### src/common/supervisor_defs.svh
// Overview of operation
// - reset held while supply low or manual low
// - 200ms extra reset after supply recovers
// - 200ms extra reset after manual release
// - every reset lasts at least full timeout
// - supply dip restarts the timeout counter
// - active-high reset is inverse of active-low
// - fault low on stuck kick until edge
// - watchdog timeout is 1.6 seconds
// - fault output high during reset
// - watchdog timer cleared while reset asserted
// - unconnected kick input disables watchdog
// - chip-select passes only when reset inactive
// - gated chip-select output forced high while reset active
// - ram supply main when above threshold/cell
// - backup-active high when cell feeds ram
// - cell-good high when above cell threshold, forced low while on backup
`ifndef SUPERVISOR_DEFS_SVH
`define SUPERVISOR_DEFS_SVH
`define CLK_HZ            100000000
`define RESET_TIMEOUT_MS  200
`define WATCHDOG_TIMEOUT_MS 1600
`define RESET_CYCLES      ((`CLK_HZ / 1000) * `RESET_TIMEOUT_MS)
`define WATCHDOG_CYCLES   ((`CLK_HZ / 1000) * `WATCHDOG_TIMEOUT_MS)
`define SYNC_ZERO         2'h0
`define SYNC_ONES         2'h3
`define MIN_CYCLES        1
`define SYNC_LANES        6
`define LANE_SUPPLY       0
`define LANE_MANUAL       1
`define LANE_KICK         2
`define LANE_OPEN         3
`define LANE_CELL         4
`define LANE_ABOVE        5
`define LEVEL_LOW         1'b0
`define LEVEL_HIGH        1'b1
`endif

### src/common/supervisor_pkg.sv
package supervisor_pkg;
    typedef enum logic [1:0] {
        ST_HOLD,
        ST_TIMEOUT,
        ST_RUN
    } reset_state_t;
endpackage : supervisor_pkg

### src/verilog/supervisor_reset_watchdog.sv
`include "supervisor_defs.svh"

module supervisor_reset_watchdog
    import supervisor_pkg::*;
#(
    parameter int RESET_CYCLES    = `RESET_CYCLES,
    parameter int WATCHDOG_CYCLES = `WATCHDOG_CYCLES
) (
    // clock and reset
    input  wire logic clk_i,
    input  wire logic reset_i,
    // supply and manual reset
    input  wire logic supply_low_i,
    input  wire logic manual_reset_n_i,
    // watchdog
    input  wire logic watchdog_kick_in_i,
    input  wire logic watchdog_kick_open_i,
    output logic      watchdog_fault_n_o,
    // resets out
    output logic      reset_n_o,
    output logic      reset_o,
    // chip-select gate
    input  wire logic chip_select_n_i,
    output logic      chip_select_n_o,
    // backup supply
    input  wire logic main_above_cell_i,
    input  wire logic cell_good_threshold_i,
    output logic      ram_from_backup_o,
    output logic      backup_active_o,
    output logic      backup_cell_good_o
);

    // a timeout of zero cycles leaves nothing to count
    if (RESET_CYCLES < `MIN_CYCLES) begin : g_bad_reset_cycles
        $error("reset timeout count must be at least one cycle");
    end
    if (WATCHDOG_CYCLES < `MIN_CYCLES) begin : g_bad_watchdog_cycles
        $error("watchdog timeout count must be at least one cycle");
    end

    localparam int RW    = $clog2(RESET_CYCLES + 1);
    localparam int WW    = $clog2(WATCHDOG_CYCLES + 1);
    localparam int LANES = `SYNC_LANES;

    // preset per lane: supply reads low and kick reads open until inputs settle
    function automatic logic [1:0] lane_preset(input int lane);
        logic [1:0] value;
        value = `SYNC_ZERO;
        if (lane == `LANE_SUPPLY || lane == `LANE_OPEN) begin
            value = `SYNC_ONES;
        end
        return value;
    endfunction : lane_preset

    // any state but run keeps the system in reset
    function automatic logic holding(input reset_state_t st);
        return (st != ST_RUN);
    endfunction : holding

    // every pin input except clock, reset and chip select gathered into one lane vector
    wire [LANES-1:0] raw_in;
    wire [LANES-1:0] synced;

    assign raw_in[`LANE_SUPPLY] = supply_low_i;
    assign raw_in[`LANE_MANUAL] = manual_reset_n_i;
    assign raw_in[`LANE_KICK]   = watchdog_kick_in_i;
    assign raw_in[`LANE_OPEN]   = watchdog_kick_open_i;
    assign raw_in[`LANE_CELL]   = cell_good_threshold_i;
    assign raw_in[`LANE_ABOVE]  = main_above_cell_i;

    // two-flop synchronisers; first stage feeds only the second
    for (genvar lane = 0; lane < LANES; lane++) begin : g_sync
        logic [1:0] stage;

        always_ff @(posedge clk_i) begin
            if (reset_i) begin
                stage <= lane_preset(lane);
            end else begin
                stage <= {stage[0], raw_in[lane]};
            end
        end

        assign synced[lane] = stage[1];
    end

    // synchronised levels under their own names
    wire supply_low = synced[`LANE_SUPPLY];
    wire manual_low = ~synced[`LANE_MANUAL];
    wire kick_level = synced[`LANE_KICK];
    wire kick_open  = synced[`LANE_OPEN];
    wire cell_good  = synced[`LANE_CELL];
    wire main_above = synced[`LANE_ABOVE];
    wire trigger    = supply_low | manual_low;

    // reset sequencer
    reset_state_t  state;
    reset_state_t  next_state;
    logic [RW-1:0] reset_count;
    logic [RW-1:0] next_reset_count;
    wire           reset_done = (reset_count == RW'(RESET_CYCLES - 1));
    wire           counting   = (state == ST_TIMEOUT) && !trigger;

    always_comb begin
        next_state = state;
        case (state)
            ST_HOLD: begin
                if (!trigger) begin
                    next_state = ST_TIMEOUT;
                end
            end
            ST_TIMEOUT: begin
                if (trigger) begin
                    next_state = ST_HOLD;
                end else if (reset_done) begin
                    next_state = ST_RUN;
                end
            end
            ST_RUN: begin
                if (trigger) begin
                    next_state = ST_HOLD;
                end
            end
            default: begin
                next_state = ST_HOLD;
            end
        endcase
    end

    // zeroed whenever not counting, so even a one-cycle trigger earns the full timeout
    assign next_reset_count = counting ? reset_count + RW'(1) : '0;

    always_ff @(posedge clk_i) begin
        if (reset_i) begin
            state <= ST_HOLD;
        end else begin
            state <= next_state;
        end
    end

    always_ff @(posedge clk_i) begin
        if (reset_i) begin
            reset_count <= '0;
        end else begin
            reset_count <= next_reset_count;
        end
    end

    // outputs follow next_state so fault and gate react on the same edge as reset
    wire hold_next    = holding(next_state);
    wire reset_active = holding(state);
    wire next_reset_n = ~hold_next;
    wire next_reset   = hold_next;

    always_ff @(posedge clk_i) begin
        if (reset_i) begin
            reset_n_o <= `LEVEL_LOW;
        end else begin
            reset_n_o <= next_reset_n;
        end
    end

    always_ff @(posedge clk_i) begin
        if (reset_i) begin
            reset_o <= `LEVEL_HIGH;
        end else begin
            reset_o <= next_reset;
        end
    end

    // watchdog
    logic          kick_prev;
    logic [WW-1:0] wd_count;
    logic [WW-1:0] next_wd_count;
    logic          wd_fault;
    logic          next_wd_fault;
    wire           kick_edge  = kick_level ^ kick_prev;
    wire           wd_expired = (wd_count == WW'(WATCHDOG_CYCLES - 1));
    wire           wd_clear   = hold_next | reset_active | kick_edge | kick_open;

    always_comb begin
        next_wd_count = wd_count;
        next_wd_fault = wd_fault;
        if (wd_clear) begin
            next_wd_count = '0;
            next_wd_fault = `LEVEL_LOW;
        end else if (wd_expired) begin
            next_wd_fault = `LEVEL_HIGH;
        end else begin
            next_wd_count = wd_count + WW'(1);
        end
    end

    always_ff @(posedge clk_i) begin
        if (reset_i) begin
            kick_prev <= `LEVEL_LOW;
        end else begin
            kick_prev <= kick_level;
        end
    end

    always_ff @(posedge clk_i) begin
        if (reset_i) begin
            wd_count <= '0;
        end else begin
            wd_count <= next_wd_count;
        end
    end

    always_ff @(posedge clk_i) begin
        if (reset_i) begin
            wd_fault <= `LEVEL_LOW;
        end else begin
            wd_fault <= next_wd_fault;
        end
    end

    // driven from the next value so the fault lifts on the very edge reset asserts
    always_ff @(posedge clk_i) begin
        if (reset_i) begin
            watchdog_fault_n_o <= `LEVEL_HIGH;
        end else begin
            watchdog_fault_n_o <= ~next_wd_fault;
        end
    end

    // chip-select gate stays combinational to keep the path short
    assign chip_select_n_o = reset_n_o ? chip_select_n_i : `LEVEL_HIGH;

    // supply selection
    wire on_backup      = supply_low & ~main_above;
    wire next_cell_good = cell_good & ~on_backup;

    always_ff @(posedge clk_i) begin
        if (reset_i) begin
            ram_from_backup_o <= `LEVEL_LOW;
        end else begin
            ram_from_backup_o <= on_backup;
        end
    end

    always_ff @(posedge clk_i) begin
        if (reset_i) begin
            backup_active_o <= `LEVEL_LOW;
        end else begin
            backup_active_o <= on_backup;
        end
    end

    // cell health only reported in normal mode, so forced low while on backup
    always_ff @(posedge clk_i) begin
        if (reset_i) begin
            backup_cell_good_o <= `LEVEL_LOW;
        end else begin
            backup_cell_good_o <= next_cell_good;
        end
    end

endmodule : supervisor_reset_watchdog

### config.mk
export PLATFORM = sky130hd
export DESIGN_NAME = supervisor_reset_watchdog
export DESIGN_NICKNAME = d
export VERILOG_FILES = /design/src/common/supervisor_pkg.sv /design/src/verilog/supervisor_reset_watchdog.sv
export VERILOG_INCLUDE_DIRS = /design/src /design/src/common
export SDC_FILE = /design/constraint.sdc
export NUM_CORES = 1
export LEC_CHECK = 0
export BUFFER_PORTS_ARGS = -buffer_cell sky130_fd_sc_hd__buf_2
export CAP_MARGIN = 10
export CORE_AREA = 3 3 103 105
export DETAILED_ROUTE_END_ITERATION = 7
export DIE_AREA = 0 0 106 108
export PLACE_DENSITY_LB_ADDON = 0.25
export SKIP_CTS_REPAIR_TIMING = 1
export SLEW_MARGIN = 20
export SYNTH_ARGS = -nofsm -noshare
export SYNTH_HDL_FRONTEND = slang
export SYNTH_SLANG_ARGS = --single-unit
### constraint.sdc
create_clock -name clk_i -period 1.7 [get_ports clk_i]
set_input_delay 0.34 -clock clk_i [delete_from_list [all_inputs] [get_ports clk_i]]
set_output_delay 0.34 -clock clk_i [all_outputs]
set_load 0.05 [all_outputs]
==> results.cfg, run 1 <==
[global_route]
grt_max_degree = 22
grt_pass1_vias = 2727
grt_pass1_wl_mm = 12.2
grt_overflow = 0
track_usage = 0.130
antenna_found_initial = 0

[sta]
fin_tns_setup_ns = -0.179
fmax_mhz = 563
drv_slew = 0
finalCritPeriodShare = 1.04
fin_crit_ns = 1.77
postLayoutSetupSlackWorst_ns = -0.0748
hold_viol = 0
max-slew-margin-rel = 0.732
grt_setup_unrepaired = yes
fin_worst_skew_ns = 0.0213
setup_viol = 7
tightest_slew_ns = 0.396

[pwr]
swShare = 0.227
seqPwrFrac = 0.541
power.switching_w = 0.000735
clockPowerShare = 0.443
internal_power_w = 0.00250
p_leak_nw = 1.47
vdd_drop_max_mv = 0.515
pwr-share-comb = 0.016
power_per_cell_area_nw_per_um2 = 749

[routing]
viasPerCell = 5.05
routed_wl_mm = 7.39
drtAntennaViolNets = 0
drc = 0
dr.pass1.iters = 4
initialDrtViolationCount = 120
wl_per_cell_um = 12.9
via_count = 2901

[floorplan]
fp.dieH_um = 108
core_um2 = 9730
die_w_um = 106
ios = 16
die_area_um2 = 11400
row_count = 36
initial_core_util = 0.351

[worst_setup_path]
cpMaxStageDelayCell = or4b_4
critPathArrivalTime_ns = 2.05
worst-path-buf-inv = 0
cp_slowest_stage_delay_ns = 0.53
cp_top_family = simple AND/OR/NAND/NOR gates
path_cells = or4b_4 -> or4_4 -> o21ai_2 -> mux2i_1
required_ns = 1.98
start_kind = flip-flop
crit_type = flip-flop to flip-flop
path_max_fanout = 4
crit_path_end_kind = flip-flop

[final_layout]
n_fill_cell = 1001
fin_cells = 574
drive_above_1_share = 0.299
antennaDiodeCount = 0
multiInputGateArea_um2 = 1870
register_area_um2 = 1490
fin_nets = 447
areaGrowthSynthToFinish_pct = 26.6

[placed_design]
gp_congestion = 0.735
dp_hpwl_mm = 4.85
dp_cells = 550
io_buffers = 15

[logic_synthesis]
ys_seq_area_frac = 0.434
synth_edf_count = 0
synthArstFlopShare = 0
yosysUniqueCellTypes = 52
synthTopCellsByCount = dfxtp_1, nand2_1, a21oi_1
synth_area_leader_cell = dfxtp_1
yosysTopAreaCellShare = 0.434
synth_ff_type = dfxtp_1
synth_nets = 387
yosysMostFrequentCell = dfxtp_1
synth_area_leaders = dfxtp_1, mux2i_1, nand4_1
postSynthAreaPerCell_um2 = 9.08
synth_cells = 376
netlist_area_um2 = 3420
yosys_warnings = 0
ys_ff_latch = 74

[clock_tree]
clockBufferDepth = 2
clkSlewWorstSetupHoldPaths_ns = 0.09
numCtsBuffers = 9
insertion_delay_ns = 0.35
clock_sinks = 74
cts_tree = done
h-tree-depth = 3
clockRootBuffer = clkbuf_8

[worst_hold_path]
min_path_type = primary input to flip-flop

[outcome]
failed_checks = setup timing
outcome = finished, violations left

[flow_run]
maxCapViolCount = 0
[routing by layer]
layer / GRT usage / share of wire / vias up
li1: - / - / 1494
met1: 0.165 / 0.50 / 1363
met2: 0.212 / 0.46 / 38
met3: 0.0304 / 0.028 / 6
met4: 0.0546 / 0.010 / 0
met5: 0 / 0 / -
[layout make-up]
| cell class | count | area share |
|---|---|---|
| multi-input combinational | 276 | 0.433 |
| timing repair buffer | 71 | 0.131 |
| clock inverter | 6 | 0.0168 |
| sequential | 74 | 0.345 |
| tap | 133 | 0.0385 |
| clock buffer | 10 | 0.0318 |
| inverter | 4 | 0.00347 |
[final timing paths]
kind	start	end	slack, ns	depth (start not counted)
max	wd_count[15]$_SDFFE_PP0N_	wd_count[2]$_SDFFE_PP0N_	-0.07	4
min	supply_low_i	g_sync[0].stage[0]$_SDFF_PP1_	0.17	2
max reg2reg	wd_count[15]$_SDFFE_PP0N_	wd_count[2]$_SDFFE_PP0N_	-0.07	4
min reg2reg	g_sync[0].stage[0]$_SDFF_PP1_	g_sync[0].stage[1]$_SDFF_PP1_	0.42	1
[power by group through the flow]
| stage | sequential [W] | combinational (W) | clock (W) |
|---|---|---|---|
| final | 0.00175 | 0.0000514 | 0.00144 |
| after global routing | 0.00175 | 0.0000570 | 0.00156 |
| after CTS | 0.00175 | 0.0000527 | 0.00150 |
| after detailed placement | 0.00179 | 0.0000526 | 0 |
| after global placement | 0.00179 | 0.0000521 | 0 |
| after floorplan | 0.00180 | 0.0000276 | 0 |
[cells by family (layout without fill, tap and decap cells)]
| family | after synthesis | count (layout) | share of synthesized area |
|---|---|---|---|
| flops | 74 | 74 | 0.434 |
| simple gates | 183 | 183 | 0.325 |
| mux | 14 | 14 | 0.0410 |
| buf+inv | 26 | 91 | 0.0385 |
| xor+xnor | 13 | 13 | 0.0333 |
| compound gates | 64 | 64 | 0.122 |
| fa+ha+maj | 2 | 2 | 0.00732 |
[cells in the final DEF (no fill, tap or decap), types with 3 or more instances in the layout]
cell	n
a21oi_1	22
a21oi_2	9
and2_1	6
and3_1	5
and4_1	5
buf_2	16
buf_4	48
clkbuf_8	10
dfxtp_1	64
dfxtp_2	10
inv_1	4
mux2i_1	14
nand2_1	30
nand2b_1	9
nand3_1	18
nand4_1	19
nor2_1	18
nor2b_1	10
nor3_1	3
nor4_1	4
o21a_1	3
o21ai_0	7
o31ai_1	15
or2_2	4
or2b_1	6
or3_1	6
or4_1	15
xor2_1	11
[through the flow]
step	setup slack, ns	total power, W	instance area (um2)	hold WS (ns)	utilization
CTS	-0.0835	0.00331	4150	0.144	0.426
finish	-0.0748	0.00324	4330	0.169	0.445
floorplan	-0.0211	0.00183	3420	0.389	-
detailed placement	-0.0845	0.00185	3940	0.398	0.404
global route	-0.120	0.00338	4330	0.145	0.445
global placement	-0.0292	0.00185	3940	0.393	0.404
[flip-flops by register name, indices dropped and copies added, names as in the netlist]
name,cells
wd_count,28
reset_count,25
backup_active_o,1
state,2
kick_prev,1
wd_fault,1
watchdog_fault_n_o,1
reset_n_o,1
g_sync.stage,12
backup_cell_good_o,1
reset_o,1
[worst register-to-register path, cell delays in order, from the launching register on]
cell	delay, ns
dfxtp_1	0.32
or4b_4	0.53
or4_4	0.53
o21ai_2	0.14
mux2i_1	0.20
(Power assumes the default switching activity.)
==> inputs of run 2 (changes only) <==
CTS_CLUSTER_SIZE = 25   (was not set)
MAX_ROUTING_LAYER = met4   (was not set)
==> run 2 against run 1 <==
Against the previous run: the run still ends with setup timing left; sequential cell count unchanged; global-route usage is 0.38 points higher; register-to-register slack is essentially flat; final cell count unchanged; highest routed layer unchanged; critical endpoint unchanged.
==> results.cfg, run 2 (same netlist as run 1, synthesis figures left out) <==
[floorplan]
die_w_um = 106
die_area_um2 = 11400
ios = 16
core_um2 = 9730
row_count = 36
fp.dieH_um = 108
initial_core_util = 0.351

[routing]
dr.pass1.iters = 4
dr_wl_met3_um = 233
routed.top_layer = met4
drc = 0
via_count = 2899
viasPerCell = 5.05
drt-met1-wl_mm = 3.67
routed_wl_mm = 7.38
initialDrtViolationCount = 118
drtAntennaViolNets = 0
wl_per_cell_um = 12.9
dr_wl_met2_mm = 3.43

[pwr]
power_per_cell_area_nw_per_um2 = 749
p_leak_nw = 1.47
seqPwrFrac = 0.541
vdd_drop_max_mv = 0.515
internal_power_w = 0.00250
swShare = 0.227
clockPowerShare = 0.443
pwr-share-comb = 0.016
power.switching_w = 0.000735

[final_layout]
top_regs = wd_count: 28 flops, reset_count: 25 flops, g_sync.stage: 12 flops
final_common_cell = dfxtp_1
antennaDiodeCount = 0
fin_area_um2 = 4330
layout_common_cells = dfxtp_1, buf_4, nand2_1
largest-register = wd_count
largest_reg_flops = 28
fin_nets = 447
areaGrowthSynthToFinish_pct = 26.6
drive_above_1_share = 0.299

[global_route]
grt_max_degree = 22
grt_pass1_wl_mm = 12.2
grt_overflow = 0
track_usage = 0.134
grt_pass1_vias = 2731
antenna_found_initial = 0

[flow_run]
maxCapViolCount = 0

[sta]
tightest_slew_ns = 0.396
hold_viol = 0
drv_slew = 0
setup_viol = 7
grt_setup_unrepaired = yes
max-slew-margin-rel = 0.732
fin_crit_ns = 1.78
fmax_mhz = 563
finalCritPeriodShare = 1.04
postLayoutSetupSlackWorst_ns = -0.0756
fin_worst_skew_ns = 0.0211

[clock_tree]
clkSlewWorstSetupHoldPaths_ns = 0.09
numCtsBuffers = 9
insertion_delay_ns = 0.35
cts_tree = done
clock_sinks = 74
clockBufferDepth = 2
clockRootBuffer = clkbuf_8
h-tree-depth = 3

[worst_setup_path]
crit_type = flip-flop to flip-flop
r2r_setup_slack_ns = -0.08
r2r.worst_path.cells = 4
required_ns = 1.98
critPathArrivalTime_ns = 2.05
path_max_fanout = 4
start_kind = flip-flop
r2r-end = wd_count[2]$_SDFFE_PP0N_
r2r-start = wd_count[15]$_SDFFE_PP0N_
crit_path_end_kind = flip-flop

[worst_hold_path]
worstHoldStart = supply_low_i
hold_end = g_sync[0].stage[0]$_SDFF_PP1_
hold_depth = 2
min_path_type = primary input to flip-flop

[outcome]
failed_checks = setup timing
outcome = finished, violations left

[placed_design]
pre_cts_slack_ns = -0.0845
dp_hpwl_mm = 4.85
gp_congestion = 0.744
place_area_um2 = 3940
io_buffers = 15
==> run 2: cell counts in the layout (fill, tap and decap cells not counted) <==
Identical to the previous run, type by type.
==> run 2: worst max-delay path by stage <==
stage                              startpoint                        to  slack (ns)  cells after the start
floorplan           wd_count[15]$_SDFFE_PP0N_  wd_count[2]$_SDFFE_PP0N_       -0.02                      4
global placement    wd_count[15]$_SDFFE_PP0N_  wd_count[2]$_SDFFE_PP0N_       -0.03                      4
detailed placement                    reset_i  wd_count[5]$_SDFFE_PP0N_       -0.08                      6
CTS                 wd_count[15]$_SDFFE_PP0N_  wd_count[2]$_SDFFE_PP0N_       -0.08                      4
global route        wd_count[15]$_SDFFE_PP0N_  wd_count[2]$_SDFFE_PP0N_       -0.12                      4
finish              wd_count[15]$_SDFFE_PP0N_  wd_count[2]$_SDFFE_PP0N_       -0.08                      4
==> run 2: worst max-delay path, stage by stage (launching register included) <==
cell and delay (ns):
dfxtp_1 0.32, or4b_4 0.53, or4_4 0.53, o21ai_2 0.14, mux2i_1 0.20
==> run 2: layout make-up <==
| type | instances | area (um2) |
|---|---|---|
| Clock buffer | 10 | 138 |
| Clock inverter | 6 | 72.6 |
| Fill cell | 1001 | 5400 |
| Inverter | 4 | 15.0 |
| Multi-Input combinational cell | 276 | 1870 |
| Sequential cell | 74 | 1490 |
| Tap cell | 133 | 166 |
| Timing Repair Buffer | 71 | 568 |
==> run 2: metal layers <==
layer / vias to the layer above / GRT usage
li1: 1495 / -
met1: 1357 / 0.165
met2: 43 / 0.212
met3: 4 / 0.0340
met4: 0 / 0.0490
met5: - / -
==> run 2: power by group through the flow <==
stage               registers [W]  logic [W]  clock network (W)
global placement          0.00179  0.0000521                  0
detailed placement        0.00179  0.0000526                  0
finish                    0.00175  0.0000514            0.00144
floorplan                 0.00180  0.0000276                  0
CTS                       0.00175  0.0000527            0.00150
global route              0.00175  0.0000570            0.00157
==> run 2: stage by stage <==
step            util  hold slack, ns  TNS [ns]  total power (W)  std cells
3_5_place_dp   0.404           0.398    -0.623          0.00185        550
3_3_place_gp   0.404           0.393    -0.162          0.00185        550
4_1_cts        0.426           0.144    -0.276          0.00331        566
5_1_grt        0.445           0.143    -0.971          0.00338        574
2_1_floorplan      -           0.389   -0.0211          0.00183        376
6_report       0.445           0.169    -0.186          0.00324        574
==> inputs of run 3 (changes only) <==
ABC_AREA = 1   (was not set)
CORE_AREA = 3 3 106 108   (was 3 3 103 105)
DIE_AREA = 0 0 109 111   (was 0 0 106 108)
==> run 3 against run 2 <==
Against the previous run: combinational power decreased by 5.1%; fmax increased by 17%; sequential power about the same; worst hold slack got worse by 0.0043 ns; area after synthesis increased by 4.9%; clock skew decreased by 0.011 ns; die area increased by 5.7%; cell area decreased by 6.1%; clock power increased by 8%; the flow now finishes without violations; register-to-register slack improved by 0.26 ns; sequential share of layout area increased by 1.9 points; power increased by 3.3%.
==> results.cfg, run 3 <==
[placed_design]
io_buffers = 15
dp_hpwl_mm = 5.61
pre_cts_slack_ns = 0.188
gp_congestion = 0.895

[routing]
drc = 0
viasPerCell = 4.51
dr.pass1.iters = 4
routed_wl_mm = 7.47
wl_per_cell_um = 10.5
initialDrtViolationCount = 134
drtAntennaViolNets = 0
via_count = 3201

[sta]
postLayoutSetupSlackWorst_ns = 0.186
fmax_mhz = 660
finalCritPeriodShare = 0.891
max-slew-margin-rel = 0.738
setup_viol = 0
fin_crit_ns = 1.51
tightest_slew_ns = 0.392
grt_setup_unrepaired = no
drv_slew = 0
hold_viol = 0
fin_tns_setup_ns = 0
fin_worst_skew_ns = 0.00972

[logic_synthesis]
synth-xor-area-share = 0.0244
synth_edf_count = 0
ys_seq_area_frac = 0.413
synth-compound-area-share = 0.0684
synth_area_leaders = dfxtp_1, nand2_1, nor2_1
netlist_area_um2 = 3580
muxShareOfSynthArea = 0
yosys_warnings = 0
synth_top_family_by_area = simple AND/OR/NAND/NOR gates
synth-simple-area-share = 0.405
synth_nets = 553
yosysTopAreaCellShare = 0.413
synth_area_leader_cell = dfxtp_1
synthTopCellsByCount = nand2_1, nor2_1, dfxtp_1
yosysMostFrequentCell = nand2_1
synthArstFlopShare = 0
synth_adder_area_share = 0.00698
ys_ff_latch = 74
yosysUniqueCellTypes = 29
postSynthAreaPerCell_um2 = 6.61
synth_cells = 542
synth_ff_type = dfxtp_1

[worst_setup_path]
critPathArrivalTime_ns = 1.81
path_max_fanout = 10
required_ns = 1.99
crit_type = flip-flop to flip-flop
start_kind = flip-flop
crit_path_end_kind = flip-flop

[global_route]
antenna_found_initial = 0
grt.busiest_layer = met2
grt_use_met1 = 0.168
grt_overflow = 0
grt_max_degree = 19
grt_pass1_vias = 3018
grt_pass1_wl_mm = 13.1
use_met3 = 0.0361
track_usage = 0.137
gr-usage-met2 = 0.215

[final_layout]
fin_nets = 579
top_regs = wd_count: 28 flops, reset_count: 25 flops, g_sync.stage: 12 flops
largest_reg_flops = 28
antennaDiodeCount = 0
drive_above_1_share = 0.105
largest-register = wd_count
layout_common_cells = nand2_1, nor2_1, dfxtp_1
n_fill_cell = 1115
areaGrowthSynthToFinish_pct = 13.3
fin_util = 0.393
final_common_cell = nand2_1

[clock_tree]
cts_tree = done
clockBufferDepth = 2
clockRootBuffer = clkbuf_8
numCtsBuffers = 9
clkSlewWorstSetupHoldPaths_ns = 0.08
h-tree-depth = 3
insertion_delay_ns = 0.36
clock_sinks = 74

[worst_hold_path]
min_path_type = primary input to flip-flop

[pwr]
total_power_w = 0.00335
p_leak_nw = 1.41
vdd_drop_max_mv = 0.504
power_per_cell_area_nw_per_um2 = 824

[floorplan]
die_w_um = 109
fp.dieH_um = 111
core_um2 = 10300
die_area_um2 = 12100
ios = 16
initial_core_util = 0.347
row_count = 37

[outcome]
outcome = complete, no violations

[flow_run]
maxCapViolCount = 0
run 3: path summary, 6_finish.rpt:
kind                                 start                             to  slack, ns  cells past startpoint
min                   watchdog_kick_open_i  g_sync[3].stage[0]$_SDFF_PP1_       0.16                      2
max reg2reg       wd_count[0]$_SDFFE_PP0N_      wd_count[18]$_SDFFE_PP0N_       0.19                      9
min reg2reg  g_sync[5].stage[0]$_SDFF_PP0_  g_sync[5].stage[1]$_SDFF_PP0_       0.40                      2
max               wd_count[0]$_SDFFE_PP0N_      wd_count[18]$_SDFFE_PP0N_       0.19                      9
run 3: logic make-up (layout without fill, tap and decap cells):
logic type               after synthesis  in the layout
AO/OA/AOI/OAI                         48             48
XOR/XNOR                              10             10
adder cells (fa/ha/maj)                2              2
buffers and inverters                 73            104
flip-flops                            74             74
AND/OR/NAND/NOR                      335            335
run 3: final cells by class:
| cell class | instances | area [um2] | share of cell area |
|---|---|---|---|
| multi-input cells | 395 | 1810 | 0.446 |
| flip-flops and latches | 74 | 1480 | 0.365 |
| inverters | 67 | 253 | 0.0622 |
| well taps | 136 | 170 | 0.0419 |
| clock buffers | 9 | 124 | 0.0305 |
| repair buffers | 21 | 120 | 0.0296 |
| clock inverters | 7 | 103 | 0.0253 |
run 3: per-layer routing:
layer	wire, um	vias to the layer above
met1	3660	1406
met3	231	13
li1	-	1746
met4	157	0
met2	3410	36
met5	0	-
run 3: report_power, final:
| part | total, W | switching (W) | internal, W |
|---|---|---|---|
| clock | 0.00155 | 0.000707 | 0.000838 |
| combinational | 0.0000488 | 0.0000299 | 0.0000190 |
| sequential | 0.00175 | 0.00000470 | 0.00175 |
| total | 0.00335 | 0.000742 | 0.00260 |
run 3: stage by stage:
stage          area, um2  instances  hold slack (ns)
2_1_floorplan       3580        542            0.388
3_3_place_gp        3830        693            0.390
5_1_grt             4060        709            0.156
3_5_place_dp        3830        693            0.394
4_1_cts             4060        709            0.152
6_report            4060        709            0.165
run 3: worst max-delay path, cell delays in order, from the launching register on:
cell	delay, ns
dfxtp_1	0.43
ha_1	0.20
inv_1	0.07
nor2_4	0.14
nand2_4	0.11
nor2_4	0.24
nand2_2	0.07
nand2_1	0.06
nand2_1	0.05
nor2_1	0.08
